--- config.mk ---
export PLATFORM = sky130hd
export DESIGN_NAME = tcu_top
export DESIGN_NICKNAME = d
export VERILOG_FILES = /design/src/hdl/tcu_pkg.sv /design/src/hdl/tcu_top.sv /design/src/hdl/tcu_edge.sv
export VERILOG_INCLUDE_DIRS = /design/src /design/src/hdl
export SDC_FILE = /design/constraint.sdc
export NUM_CORES = 1
export LEC_CHECK = 0
export ABC_AREA = 1
export BUFFER_PORTS_ARGS = -buffer_cell sky130_fd_sc_hd__buf_4
export CORE_MARGIN = 2
export CORE_UTILIZATION = 45
export DETAILED_ROUTE_END_ITERATION = 10
export PLACE_DENSITY = 0.72
export SYNTH_ARGS = -nofsm -noshare
export SYNTH_HDL_FRONTEND = slang
export SYNTH_SLANG_ARGS = --single-unit
--- constraint.sdc ---
create_clock -name core_clk -period 1.95 [get_ports core_clk]
set_input_delay 0.39 -clock core_clk [delete_from_list [all_inputs] [get_ports core_clk]]
set_output_delay 0.39 -clock core_clk [all_outputs]
set_load 0.05 [all_outputs]
--- src/hdl/tcu_params.svh ---
// register addresses, field positions, reset values and timing counts
`ifndef TCU_PARAMS_SVH
`define TCU_PARAMS_SVH

// ***********************************************
// register addresses
// ***********************************************
`define TCU_ADDR_TCTL   8'h88
`define TCU_ADDR_TIMER_MODE_SELECT_REG   8'h89
`define TCU_ADDR_TL0    8'h8a
`define TCU_ADDR_TL1    8'h8b
`define TCU_ADDR_TH0    8'h8c
`define TCU_ADDR_TH1    8'h8d
`define TCU_ADDR_CCEN   8'hc1
`define TCU_ADDR_CCL1   8'hc2
`define TCU_ADDR_T2CTL  8'hc8
`define TCU_ADDR_CRCL   8'hca
`define TCU_ADDR_CRCH   8'hcb
`define TCU_ADDR_TL2    8'hcc
`define TCU_ADDR_TH2    8'hcd

// ***********************************************
// field positions
// ***********************************************
`define TCU_TCTL_TF1    7
`define TCU_TCTL_TR1    6
`define TCU_TCTL_TF0    5
`define TCU_TCTL_TR0    4
`define TCU_TCTL_IE1    3
`define TCU_TCTL_IT1    2
`define TCU_TCTL_IE0    1
`define TCU_TCTL_IT0    0
`define TCU_TIMER_MODE_SELECT_REG_CT1    6
`define TCU_TIMER_MODE_SELECT_REG_TIMER_ZERO_GATE_ENABLE  3
`define TCU_TIMER_MODE_SELECT_REG_CT0    2
`define TCU_T2_PS       7
`define TCU_COCA_CAPT   2'b11
`define TCU_T2R_TIMER_ZERO_MODE_FIELD   2'b10
`define TCU_T2R_TIMER_ONE_MODE_FIELD   2'b11

// ***********************************************
// reset values and timing
// ***********************************************
`define TCU_RST_BYTE    8'h00
`define TCU_PRESC_CYC   12
`define TCU_PRESC_W     4

`endif

--- src/hdl/tcu_pkg.sv ---
// types shared by the timer/counter unit
package tcu_pkg;

	// special function register access, one cycle per request
	typedef struct packed {
		logic [7:0] addr;
		logic       wr;
		logic       rd;
		logic [7:0] wdata;
	} tcu_sfr_req_t;

	// service routine entry acknowledges, one-cycle pulses
	typedef struct packed {
		logic tf1;
		logic tf0;
		logic ie1;
		logic ie0;
	} tcu_ack_t;

	typedef enum logic [1:0] {
		TCU_MODE13,
		TCU_MODE16,
		TCU_MODE8AR,
		TCU_MODESPLIT
	} tcu_mode_t;

	typedef enum logic [1:0] {
		TCU_T2_STOP,
		TCU_T2_CLK,
		TCU_T2_EVENT,
		TCU_T2_GATED
	} tcu_t2src_t;

endpackage : tcu_pkg

--- src/hdl/tcu_top.sv ---
// three timer/counter unit with its special function registers
`timescale 1ns/10ps
`include "tcu_params.svh"

// What this block does
// - timer zero or one in timer operation steps once every 12 clocks
// - in counter operation a timer steps on each falling edge of its pin
// - edge detection takes two clocks; pin levels must hold one clock
// - mode zero counts 13 bits; low byte upper three bits untouched
// - mode one counts the full 16 bits over both bytes
// - mode two is an 8-bit counter that reloads on overflow
// - timer zero mode three splits in two 8-bit parts; timer one in mode three freezes
// - timer one keeps running while timer zero is split, without flag
// - third timer picks timer, event or gated operation from two bits
// - third timer steps every 12 clocks, or 24 with prescale select set
// - third timer event input sampled each clock, steps after a fall
// - gated third timer steps only while its input is high
// - reload mode zero loads the compare/reload value on overflow
// - reload mode one loads on each fall of half low-frequency clock
// - capture registers snapshot the third timer without disturbing it
// - control bit 7 flags timer one overflow, bit 5 timer zero
// - control bits 6 and 4 run timer one and zero
// - bits 3 and 1 are external flags; bits 2 and 0 pick edge or level
// - overflow and external flags clear on service routine entry
// - mode register holds select and mode fields per timer, a gate field for timer zero only
// - third timer input select: stop, clock, falling edges, gated
// - reload field: upper bit zero off, 10 mode zero, 11 mode one
module tcu_top (
	// clock and reset
	input  wire logic                  core_clk,
	input  wire logic                  rst,
	// special function register port
	input  wire tcu_pkg::tcu_sfr_req_t sfr_req,
	output logic [7:0]                 sfr_rdata,
	input  wire tcu_pkg::tcu_ack_t     isr_ack,
	// pins
	input  wire logic                  timer_zero_count_pin,
	input  wire logic                  timer_one_count_pin,
	input  wire logic                  third_timer_ext_input,
	input  wire logic                  ext_irq_zero_pin,
	input  wire logic                  ext_irq_one_pin,
	input  wire logic                  low_frequency_clock,
	// status towards the processor core
	output logic [7:0]                 timer_control_flags,
	output logic                       timer_one_ovf_pulse,
	output logic                       third_timer_ovf_pulse
);
	import tcu_pkg::*;

	// ***********************************************
	// registers and wires
	// ***********************************************
	logic [7:0]  timer_mode_select_reg_q, third_timer_control_reg_q, ccen_q;
	logic [7:0]  tl0_q, th0_q, tl1_q, th1_q;
	logic [15:0] t2_q, t2_d;
	logic [15:0] cc_q [0:3];
	logic [`TCU_PRESC_W-1:0] presc_q;
	logic        half_q, third_timer_reload_trigger_q;
	logic        tick12, tick24, t2tick;
	logic        lvl_t0, lvl_t2, lvl_i0, lvl_i1;
	logic        fall_t0, fall_t1, fall_t2, fall_i0, fall_i1, lf_rise;
	tcu_mode_t   timer_zero_mode_field, timer_one_mode_field;
	tcu_t2src_t  t2src;
	logic        t0_split, run0, run1, t0_step, t1_step, th0_step;
	logic [16:0] t0_nx, t1_nx;
	logic [8:0]  th0_nx;
	logic        t2_step, t2_ovf, t2_reload, third_timer_reload_trigger_fall;
	logic        wr_tctl;
	logic        tf1_set, tf0_set, ie1_set, ie0_set;

	// one step of a classic timer: returns {overflow, high, low}
	function automatic logic [16:0] tcu_count(tcu_mode_t m,
		logic [7:0] hi, logic [7:0] lo);
		logic [13:0] s13;
		logic [8:0]  s8;
		s13 = {1'b0, hi, lo[4:0]} + 14'h1;
		s8  = {1'b0, lo} + 9'h1;
		unique case (m)
			TCU_MODE13: tcu_count = {s13[13], s13[12:5], lo[7:5],
				s13[4:0]};
			TCU_MODE16: tcu_count = {1'b0, hi, lo} + 17'h1;
			TCU_MODE8AR: tcu_count = {s8[8], hi,
				s8[8] ? hi : s8[7:0]};
			TCU_MODESPLIT: tcu_count = {s8[8], hi, s8[7:0]};
		endcase
	endfunction : tcu_count

	// ***********************************************
	// pin sampling
	// ***********************************************
	tcu_edge u_t0 (.core_clk(core_clk), .rst(rst),
		.pin(timer_zero_count_pin), .level(lvl_t0), .rise(),
		.fall(fall_t0));
	tcu_edge u_t1 (.core_clk(core_clk), .rst(rst),
		.pin(timer_one_count_pin), .level(), .rise(), .fall(fall_t1));
	tcu_edge u_t2 (.core_clk(core_clk), .rst(rst),
		.pin(third_timer_ext_input), .level(lvl_t2), .rise(),
		.fall(fall_t2));
	tcu_edge u_i0 (.core_clk(core_clk), .rst(rst),
		.pin(ext_irq_zero_pin), .level(lvl_i0), .rise(),
		.fall(fall_i0));
	tcu_edge u_i1 (.core_clk(core_clk), .rst(rst),
		.pin(ext_irq_one_pin), .level(lvl_i1), .rise(),
		.fall(fall_i1));
	tcu_edge u_lf (.core_clk(core_clk), .rst(rst),
		.pin(low_frequency_clock), .level(), .rise(lf_rise),
		.fall());

	// ***********************************************
	// prescalers
	// ***********************************************
	assign tick12 = (presc_q == `TCU_PRESC_W'(`TCU_PRESC_CYC - 1));
	assign tick24 = tick12 & half_q;

	// divide by twelve, then by two for the slow third-timer rate
	always_ff @(posedge core_clk) begin
		if (rst) begin
			presc_q <= '0;
			half_q  <= 1'b0;
		end else if (tick12) begin
			presc_q <= '0;
			half_q  <= ~half_q;
		end else begin
			presc_q <= presc_q + `TCU_PRESC_W'(1);
		end
	end

	// reload trigger runs at half the low-frequency clock
	always_ff @(posedge core_clk) begin
		if (rst)
			third_timer_reload_trigger_q <= 1'b0;
		else if (lf_rise)
			third_timer_reload_trigger_q <= ~third_timer_reload_trigger_q;
	end
	assign third_timer_reload_trigger_fall = lf_rise & third_timer_reload_trigger_q;

	// ***********************************************
	// timer zero and timer one
	// ***********************************************
	assign timer_zero_mode_field    = tcu_mode_t'(timer_mode_select_reg_q[1:0]);
	assign timer_one_mode_field    = tcu_mode_t'(timer_mode_select_reg_q[5:4]);
	assign t0_split = (timer_zero_mode_field == TCU_MODESPLIT);
	assign run0     = timer_control_flags[`TCU_TCTL_TR0] &
		(~timer_mode_select_reg_q[`TCU_TIMER_MODE_SELECT_REG_TIMER_ZERO_GATE_ENABLE] | lvl_i0);
	// while timer zero is split its high byte owns the timer one run bit,
	// so timer one then runs free and is stopped only by its mode three
	assign run1     = timer_control_flags[`TCU_TCTL_TR1] | t0_split;
	assign t0_step  = run0 & (timer_mode_select_reg_q[`TCU_TIMER_MODE_SELECT_REG_CT0] ? fall_t0 : tick12);
	assign t1_step  = run1 & (timer_one_mode_field != TCU_MODESPLIT) &
		(timer_mode_select_reg_q[`TCU_TIMER_MODE_SELECT_REG_CT1] ? fall_t1 : tick12);
	assign th0_step = t0_split & timer_control_flags[`TCU_TCTL_TR1] &
		tick12;

	// next counts; a bus write in the same cycle wins over counting
	always_comb begin
		t0_nx  = {1'b0, th0_q, tl0_q};
		t1_nx  = {1'b0, th1_q, tl1_q};
		th0_nx = {1'b0, th0_q};
		if (t0_step)
			t0_nx = tcu_count(timer_zero_mode_field, th0_q, tl0_q);
		if (t1_step)
			t1_nx = tcu_count(timer_one_mode_field, th1_q, tl1_q);
		if (th0_step)
			th0_nx = {1'b0, th0_q} + 9'h1;
	end

	// timer byte registers
	always_ff @(posedge core_clk) begin
		if (rst) begin
			tl0_q <= `TCU_RST_BYTE;
			th0_q <= `TCU_RST_BYTE;
			tl1_q <= `TCU_RST_BYTE;
			th1_q <= `TCU_RST_BYTE;
		end else begin
			tl0_q <= (sfr_req.wr && sfr_req.addr == `TCU_ADDR_TL0) ?
				sfr_req.wdata : t0_nx[7:0];
			th0_q <= (sfr_req.wr && sfr_req.addr == `TCU_ADDR_TH0) ?
				sfr_req.wdata : (t0_split ? th0_nx[7:0] : t0_nx[15:8]);
			tl1_q <= (sfr_req.wr && sfr_req.addr == `TCU_ADDR_TL1) ?
				sfr_req.wdata : t1_nx[7:0];
			th1_q <= (sfr_req.wr && sfr_req.addr == `TCU_ADDR_TH1) ?
				sfr_req.wdata : t1_nx[15:8];
		end
	end

	// ***********************************************
	// control flags
	// ***********************************************
	assign wr_tctl = sfr_req.wr && (sfr_req.addr == `TCU_ADDR_TCTL);
	assign tf0_set = t0_nx[16];
	// a split timer zero borrows the timer one flag for its high byte
	assign tf1_set = t0_split ? th0_nx[8] : t1_nx[16];
	assign ie0_set = timer_control_flags[`TCU_TCTL_IT0] ? fall_i0 : ~lvl_i0;
	assign ie1_set = timer_control_flags[`TCU_TCTL_IT1] ? fall_i1 : ~lvl_i1;

	// hardware set wins over a write or a service-entry clear
	always_ff @(posedge core_clk) begin
		if (rst) begin
			timer_control_flags <= `TCU_RST_BYTE;
		end else begin
			if (wr_tctl)
				timer_control_flags <= sfr_req.wdata;
			else begin
				if (isr_ack.tf1)
					timer_control_flags[`TCU_TCTL_TF1] <= 1'b0;
				if (isr_ack.tf0)
					timer_control_flags[`TCU_TCTL_TF0] <= 1'b0;
				if (isr_ack.ie1)
					timer_control_flags[`TCU_TCTL_IE1] <= 1'b0;
				if (isr_ack.ie0)
					timer_control_flags[`TCU_TCTL_IE0] <= 1'b0;
			end
			if (tf1_set)
				timer_control_flags[`TCU_TCTL_TF1] <= 1'b1;
			if (tf0_set)
				timer_control_flags[`TCU_TCTL_TF0] <= 1'b1;
			if (ie1_set)
				timer_control_flags[`TCU_TCTL_IE1] <= 1'b1;
			if (ie0_set)
				timer_control_flags[`TCU_TCTL_IE0] <= 1'b1;
		end
	end

	// ***********************************************
	// third timer
	// ***********************************************
	assign t2src   = tcu_t2src_t'(third_timer_control_reg_q[1:0]);
	assign t2tick  = third_timer_control_reg_q[`TCU_T2_PS] ? tick24 : tick12;

	// operation select
	always_comb begin
		unique case (t2src)
			TCU_T2_STOP:  t2_step = 1'b0;
			TCU_T2_CLK:   t2_step = t2tick;
			TCU_T2_EVENT: t2_step = fall_t2;
			TCU_T2_GATED: t2_step = t2tick & lvl_t2;
		endcase
	end

	assign t2_ovf    = t2_step & (t2_q == 16'hffff);
	assign t2_reload = ((third_timer_control_reg_q[4:3] == `TCU_T2R_TIMER_ZERO_MODE_FIELD) & t2_ovf) |
		((third_timer_control_reg_q[4:3] == `TCU_T2R_TIMER_ONE_MODE_FIELD) & third_timer_reload_trigger_fall);

	// reload beats counting, a byte write beats both
	always_comb begin
		t2_d = t2_q;
		if (t2_reload)
			t2_d = cc_q[0];
		else if (t2_step)
			t2_d = t2_q + 16'h1;
		if (sfr_req.wr && sfr_req.addr == `TCU_ADDR_TL2)
			t2_d[7:0] = sfr_req.wdata;
		if (sfr_req.wr && sfr_req.addr == `TCU_ADDR_TH2)
			t2_d[15:8] = sfr_req.wdata;
	end

	always_ff @(posedge core_clk) begin
		if (rst)
			t2_q <= 16'h0000;
		else
			t2_q <= t2_d;
	end

	// ***********************************************
	// compare/reload and capture registers
	// ***********************************************
	// entry 0 is the compare/reload register, 1..3 the capture registers;
	// a low-byte write in capture mode snapshots the count instead
	always_ff @(posedge core_clk) begin
		if (rst) begin
			for (int i = 0; i < 4; i++)
				cc_q[i] <= 16'h0000;
		end else if (sfr_req.wr) begin
			for (int i = 0; i < 4; i++) begin
				if (sfr_req.addr == (i == 0 ? `TCU_ADDR_CRCL :
					8'(`TCU_ADDR_CCL1 + 2 * (i - 1)))) begin
					if (ccen_q[2*i +: 2] == `TCU_COCA_CAPT)
						cc_q[i] <= t2_q;
					else
						cc_q[i][7:0] <= sfr_req.wdata;
				end
				if (sfr_req.addr == (i == 0 ? `TCU_ADDR_CRCH :
					8'(`TCU_ADDR_CCL1 + 2 * (i - 1) + 1)))
					cc_q[i][15:8] <= sfr_req.wdata;
			end
		end
	end

	// ***********************************************
	// configuration registers and read port
	// ***********************************************
	always_ff @(posedge core_clk) begin
		if (rst) begin
			timer_mode_select_reg_q  <= `TCU_RST_BYTE;
			third_timer_control_reg_q <= `TCU_RST_BYTE;
			ccen_q  <= `TCU_RST_BYTE;
		end else if (sfr_req.wr) begin
			if (sfr_req.addr == `TCU_ADDR_TIMER_MODE_SELECT_REG)
				timer_mode_select_reg_q <= {1'b0, sfr_req.wdata[6:0]};
			if (sfr_req.addr == `TCU_ADDR_T2CTL)
				third_timer_control_reg_q <= sfr_req.wdata;
			if (sfr_req.addr == `TCU_ADDR_CCEN)
				ccen_q <= sfr_req.wdata;
		end
	end

	// read data lands one cycle after the request; unmapped reads zero
	always_ff @(posedge core_clk) begin
		if (rst) begin
			sfr_rdata <= 8'h00;
		end else if (sfr_req.rd) begin
			unique case (sfr_req.addr)
				`TCU_ADDR_TCTL:  sfr_rdata <= timer_control_flags;
				`TCU_ADDR_TIMER_MODE_SELECT_REG:  sfr_rdata <= timer_mode_select_reg_q;
				`TCU_ADDR_TL0:   sfr_rdata <= tl0_q;
				`TCU_ADDR_TH0:   sfr_rdata <= th0_q;
				`TCU_ADDR_TL1:   sfr_rdata <= tl1_q;
				`TCU_ADDR_TH1:   sfr_rdata <= th1_q;
				`TCU_ADDR_T2CTL: sfr_rdata <= third_timer_control_reg_q;
				`TCU_ADDR_TL2:   sfr_rdata <= t2_q[7:0];
				`TCU_ADDR_TH2:   sfr_rdata <= t2_q[15:8];
				`TCU_ADDR_CCEN:  sfr_rdata <= ccen_q;
				`TCU_ADDR_CRCL:  sfr_rdata <= cc_q[0][7:0];
				`TCU_ADDR_CRCH:  sfr_rdata <= cc_q[0][15:8];
				8'hc2:           sfr_rdata <= cc_q[1][7:0];
				8'hc3:           sfr_rdata <= cc_q[1][15:8];
				8'hc4:           sfr_rdata <= cc_q[2][7:0];
				8'hc5:           sfr_rdata <= cc_q[2][15:8];
				8'hc6:           sfr_rdata <= cc_q[3][7:0];
				8'hc7:           sfr_rdata <= cc_q[3][15:8];
				default:         sfr_rdata <= 8'h00;
			endcase
		end
	end

	// overflow strobes for the serial port and the core
	always_ff @(posedge core_clk) begin
		if (rst) begin
			timer_one_ovf_pulse   <= 1'b0;
			third_timer_ovf_pulse <= 1'b0;
		end else begin
			timer_one_ovf_pulse   <= t1_nx[16];
			third_timer_ovf_pulse <= t2_ovf;
		end
	end

	// ***********************************************
	// assertions
	// ***********************************************
	AST_TICK12: assert property (@(posedge core_clk) disable iff (rst)
		tick12 |=> !tick12 [*8] ##4 tick12)
		else $error("prescale tick not every 12 clocks");
	AST_TICK24: assert property (@(posedge core_clk) disable iff (rst)
		tick24 |-> ##24 tick24)
		else $error("slow tick not every 24 clocks");
	AST_T0_EDGE: assert property (@(posedge core_clk) disable iff (rst)
		(timer_zero_mode_field == TCU_MODE16 && timer_mode_select_reg_q[2] && run0 && fall_t0 &&
		!sfr_req.wr) |=> {th0_q, tl0_q} == $past(t0_nx[15:0]))
		else $error("counter did not follow pin fall");
	AST_M0_TOP: assert property (@(posedge core_clk) disable iff (rst)
		(timer_zero_mode_field == TCU_MODE13 && !sfr_req.wr) |=> $stable(tl0_q[7:5]))
		else $error("mode zero changed low byte top bits");
	AST_AR_LOAD: assert property (@(posedge core_clk) disable iff (rst)
		(timer_one_mode_field == TCU_MODE8AR && t1_step && tl1_q == 8'hff &&
		!sfr_req.wr) |=> tl1_q == th1_q && $stable(th1_q))
		else $error("auto reload wrong");
	AST_T1_FRZ: assert property (@(posedge core_clk) disable iff (rst)
		(timer_one_mode_field == TCU_MODESPLIT && !sfr_req.wr) |=>
		$stable(tl1_q) && $stable(th1_q))
		else $error("timer one moved in mode three");
	AST_T2_EVT: assert property (@(posedge core_clk) disable iff (rst)
		(t2src == TCU_T2_EVENT && fall_t2 && !t2_reload && !sfr_req.wr)
		|=> t2_q == $past(t2_q) + 16'h1)
		else $error("event count missed");
	AST_T2_GATE: assert property (@(posedge core_clk) disable iff (rst)
		(t2src == TCU_T2_GATED && !lvl_t2 && !t2_reload && !sfr_req.wr)
		|=> $stable(t2_q))
		else $error("gated timer ran while gate low");
	AST_T2_RLD: assert property (@(posedge core_clk) disable iff (rst)
		(t2_reload && !sfr_req.wr) |=> t2_q == $past(cc_q[0]))
		else $error("reload value wrong");
	AST_TF0: assert property (@(posedge core_clk) disable iff (rst)
		tf0_set |=> timer_control_flags[5])
		else $error("overflow flag not set");

endmodule : tcu_top

--- src/hdl/tcu_edge.sv ---
// input sampler with rise and fall detection
`timescale 1ns/10ps

module tcu_edge (
	// clock and reset
	input  wire logic core_clk,
	input  wire logic rst,
	// pin side
	input  wire logic pin,
	// detected events
	output logic      level,
	output logic      rise,
	output logic      fall
);
	logic prev_q;

	// two samples are needed, so a pin toggles at half clock rate at most
	always_ff @(posedge core_clk) begin
		if (rst) begin
			level  <= 1'b1;
			prev_q <= 1'b1;
		end else begin
			level  <= pin;
			prev_q <= level;
		end
	end

	assign fall = prev_q & ~level;
	assign rise = ~prev_q & level;

endmodule : tcu_edge

==> results by group <==
Status
  • Outcome: finished, final reports clean

Place
  • Placed wire-length estimate: about 30 mm
  • Post-placement setup slack: -52.1 ps
  • IO Port Bufs: 47
  • Routability cong.: between 1 and 1.5

Yosys
  • Syn_nets: between 1500 and 2000
  • Flops & latches, synth: between 150 and 200
  • Syn Std Cell Area: about 0.011 mm^2
  • Post-synthesis mux area share: 0
  • Synth Area in Compound Gates: 0.160
  • Gate Count Post-Synth: about 1600
  • Syn_area_per_cell: between 6 and 7 um^2
  • Synth Area in Adders: 0.00586
  • Synth Area in Simple Gates: 0.340
  • Yosys warning count: 0
  • Post-synth EDFFs: 64
  • Distinct cells, synth: 45
  • Ys async rst share: 0
  • Largest family of logic cells by synthesized area: simple AND/OR/NAND/NOR gates
  • Top_reg_cell synth: dfxtp_1
  • Xor/xnor cell area share of the yosys netlist: 0.0164
  • Sequential area share after synthesis: 0.380

Pwr
  • Max VDD drop: between 600 and 700 uV
  • Logic pwr share: 0.069
  • Cell Pwr Density: slightly below 600 mW/mm^2
  • Switch share: 0.264
  • Leakage power: around 5.4 nW
  • Total Power: slightly below 0.008 W
  • Clk pwr share: 0.441
  • Psw: 0.00205 W
  • Sequential share of power: 0.490
  • Cell Int Power: roughly 0.0057 W

Floorplanning
  • Initial Utilization: 0.457
  • Die Ht: 158 um
  • Std-Cell Rows: 56
  • Core ar.: 0.0234 mm^2
  • Die X-Extent: 158 um
  • Ports: 48
  • Die area: roughly 0.025 mm^2

Clock network
  • Post-CTS Setup Repair Bufs: 0
  • CTS max path bufs: 2
  • CTS Hold Bufs: 0
  • H-Tree Depth: 4
  • Reg clk slew, reported paths: about 80 ps
  • CTS Sinks: 171
  • Clk_lat worst skew: 450 ps
  • TritonCTS Buffers: 17
  • PostCTS Resize Cnt: 1
  • CTS tree: yes
  • CTS root buf: clkbuf_16

Final layout
  • Fin nets: between 1500 and 2000
  • Commonest cells after routing, fill and taps aside: nand2_1, nand3_1, buf_4, inv_1, nor2_1
  • Layout cells sized above 1: 0.193
  • Area growth, synth to finish: 22.7%
  • Commonest non-fill, non-tap cell in the layout: nand2_1
  • Post-Route Utilization: 0.560
  • N_diodes: 0

STA
  • RSZ-0062 raised after global routing: no
  • Max transition margin: 0.555
  • Fmax: 542 MHz
  • Setup ws final: 105 ps
  • Tcrit/Tclk final: 0.946
  • WHS: between 100 and 150 ps
  • Least-Margin Pin Slew: about 660 ps
  • Crit path time final: approximately 1800 ps
  • Sum Neg Setup Slack: 0 ps
  • Pins Over Slew Limit: 0
  • Final setup vio count: 0
  • Clock skew: 11.2 ps
  • Final hold vios: 0

Route
  • Via count: 11800
  • First-pass DRT Iterations: 7
  • Metal-1 WL: 16.7 mm
  • WL met2: ~17 mm
  • WL met3: 4.70 mm
  • Top sig layer: met4
  • WL/cell: 19.3 um
  • DR iter-0 viols: 1534
  • Final Routed Wirelength: 39.8 mm
  • ANT nets after route: 0
  • Drc violations: 0
  • Vias per cell: ~5.7

Job
  • Max cap viols: 0

Critical path
  • Worst EP arrival: between 2000 and 2500 ps
  • Critical path capture point type: register
  • WS Path Type: register to register
  • Critical-path maximum fanout: 4
  • Critical path launch point type: register
  • CP Data Required Time: roughly 2300 ps

Global route
  • Vias in the first global route: 10400
  • Global route overflow: 0
  • Antenna violations before repair: 0
  • Largest net degree at the start of global routing: 35
  • Global-route wire length before repair: between 60 and 70 mm
  • Total track usage: 0.322

Worst hold path
  • Worst Hold Class: primary input to register
## worst max-delay path, cell delays in order, from the launching register on
cell	delay [ps]
dfxtp_1	390
ha_1	210
nand2_1	90
nor2_2	190
buf_4	150
nand2_1	70
clkinv_1	90
nand2_1	70
a21oi_1	120
o21ai_1	70
nand2_1	100
nand2_1	70
a31oi_1	130
## sequential cells by signal (all words and copies together), names as in the netlist, 4 cells and up
signal / count
tl0_q: 8
tl1_q: 8
th1_q: 8
sfr_rdata: 8
ccen_q: 8
th0_q: 8
timer_mode_select_reg_q: 7
third_timer_control_reg_q: 8
cc_q: 64
presc_q: 4
timer_control_flags: 8
t2_q: 16
## cell usage after synthesis, types with 2 or more instances
master,n,area (um^2)
clkinv_1,7,26.3
nor2_2,13,81.3
nand2_2,15,93.8
o22ai_1,54,338
o21ai_1,10,50.1
nor2_4,12,135
o211ai_1,11,82.6
nor3_2,2,20.0
a21oi_1,82,410
nand4_1,14,87.6
edfxtp_1,64,1920
nor2_1,123,462
buf_1,6,22.5
nand3_1,207,1040
xor2_1,18,158
a31oi_1,17,106
buf_2,32,160
nor3_1,9,45.0
buf_4,5,37.5
ha_1,5,62.6
xnor2_1,2,17.5
or2_2,9,56.3
a22oi_1,10,75.1
inv_1,167,627
nand4_2,3,37.5
dfxtp_1,107,2140
o21ai_0,118,591
o21ai_2,2,17.5
inv_2,18,67.6
nand2_1,384,1440
nand3_2,7,70.1
clkbuf_1,19,71.3
## cell type report
class / count / area, um^2
inverter: 193 / 729
clock inverter: 14 / 123
clock buffer: 18 / 450
timing repair buffer: 211 / 1720
sequential: 171 / 4070
tap: 319 / 399
multi-input combinational: 1137 / 5620
fill: 2262 / 10300
## final timing paths
check	start	end	slack, ps	depth (start not counted)
worst max-delay path	tl1_q[0]$_SDFFE_PP0P_	th1_q[7]$_SDFFE_PP0P_	110	12
worst min-delay path	third_timer_ext_input	u_t2.level$_SDFF_PP1_	120	2
worst max register to register	tl1_q[0]$_SDFFE_PP0P_	th1_q[7]$_SDFFE_PP0P_	110	12
worst min register to register	u_lf.level$_SDFF_PP1_	u_lf.prev_q$_SDFF_PP1_	420	2
## cells by family after synthesis
logic type / Yosys count
AO/OA/AOI/OAI: 308
XOR/XNOR: 20
adder cells (fa/ha/maj): 5
buffers and inverters: 257
flip-flops: 171
AND/OR/NAND/NOR: 804
## per-layer routing
metal  up-vias  global-route usage
met5         -                   0
met4         0               0.121
li1       5569                   -
met2       741               0.480
met1      5393               0.468
met3       103              0.0528
## per-stage QoR
stage	instance area [um^2]	cells
6_report	13100	2063
5_1_grt	13100	2063
4_1_cts	13100	2063
3_5_place_dp	12500	2031
3_3_place_gp	12500	2031
2_1_floorplan	10700	1565
## power groups by stage
| stage | Combinational [W] | Clock [W] | Sequential (W) |
|---|---|---|---|
| after floorplan | 0.000222 | 0 | 0.00388 |
| after global placement | 0.000518 | 0 | 0.00389 |
| after detailed placement | 0.000522 | 0 | 0.00389 |
| after CTS | 0.000524 | 0.00342 | 0.00380 |
| after global routing | 0.000565 | 0.00354 | 0.00381 |
| final | 0.000539 | 0.00343 | 0.00381 |
(Power assumes the default switching activity.)
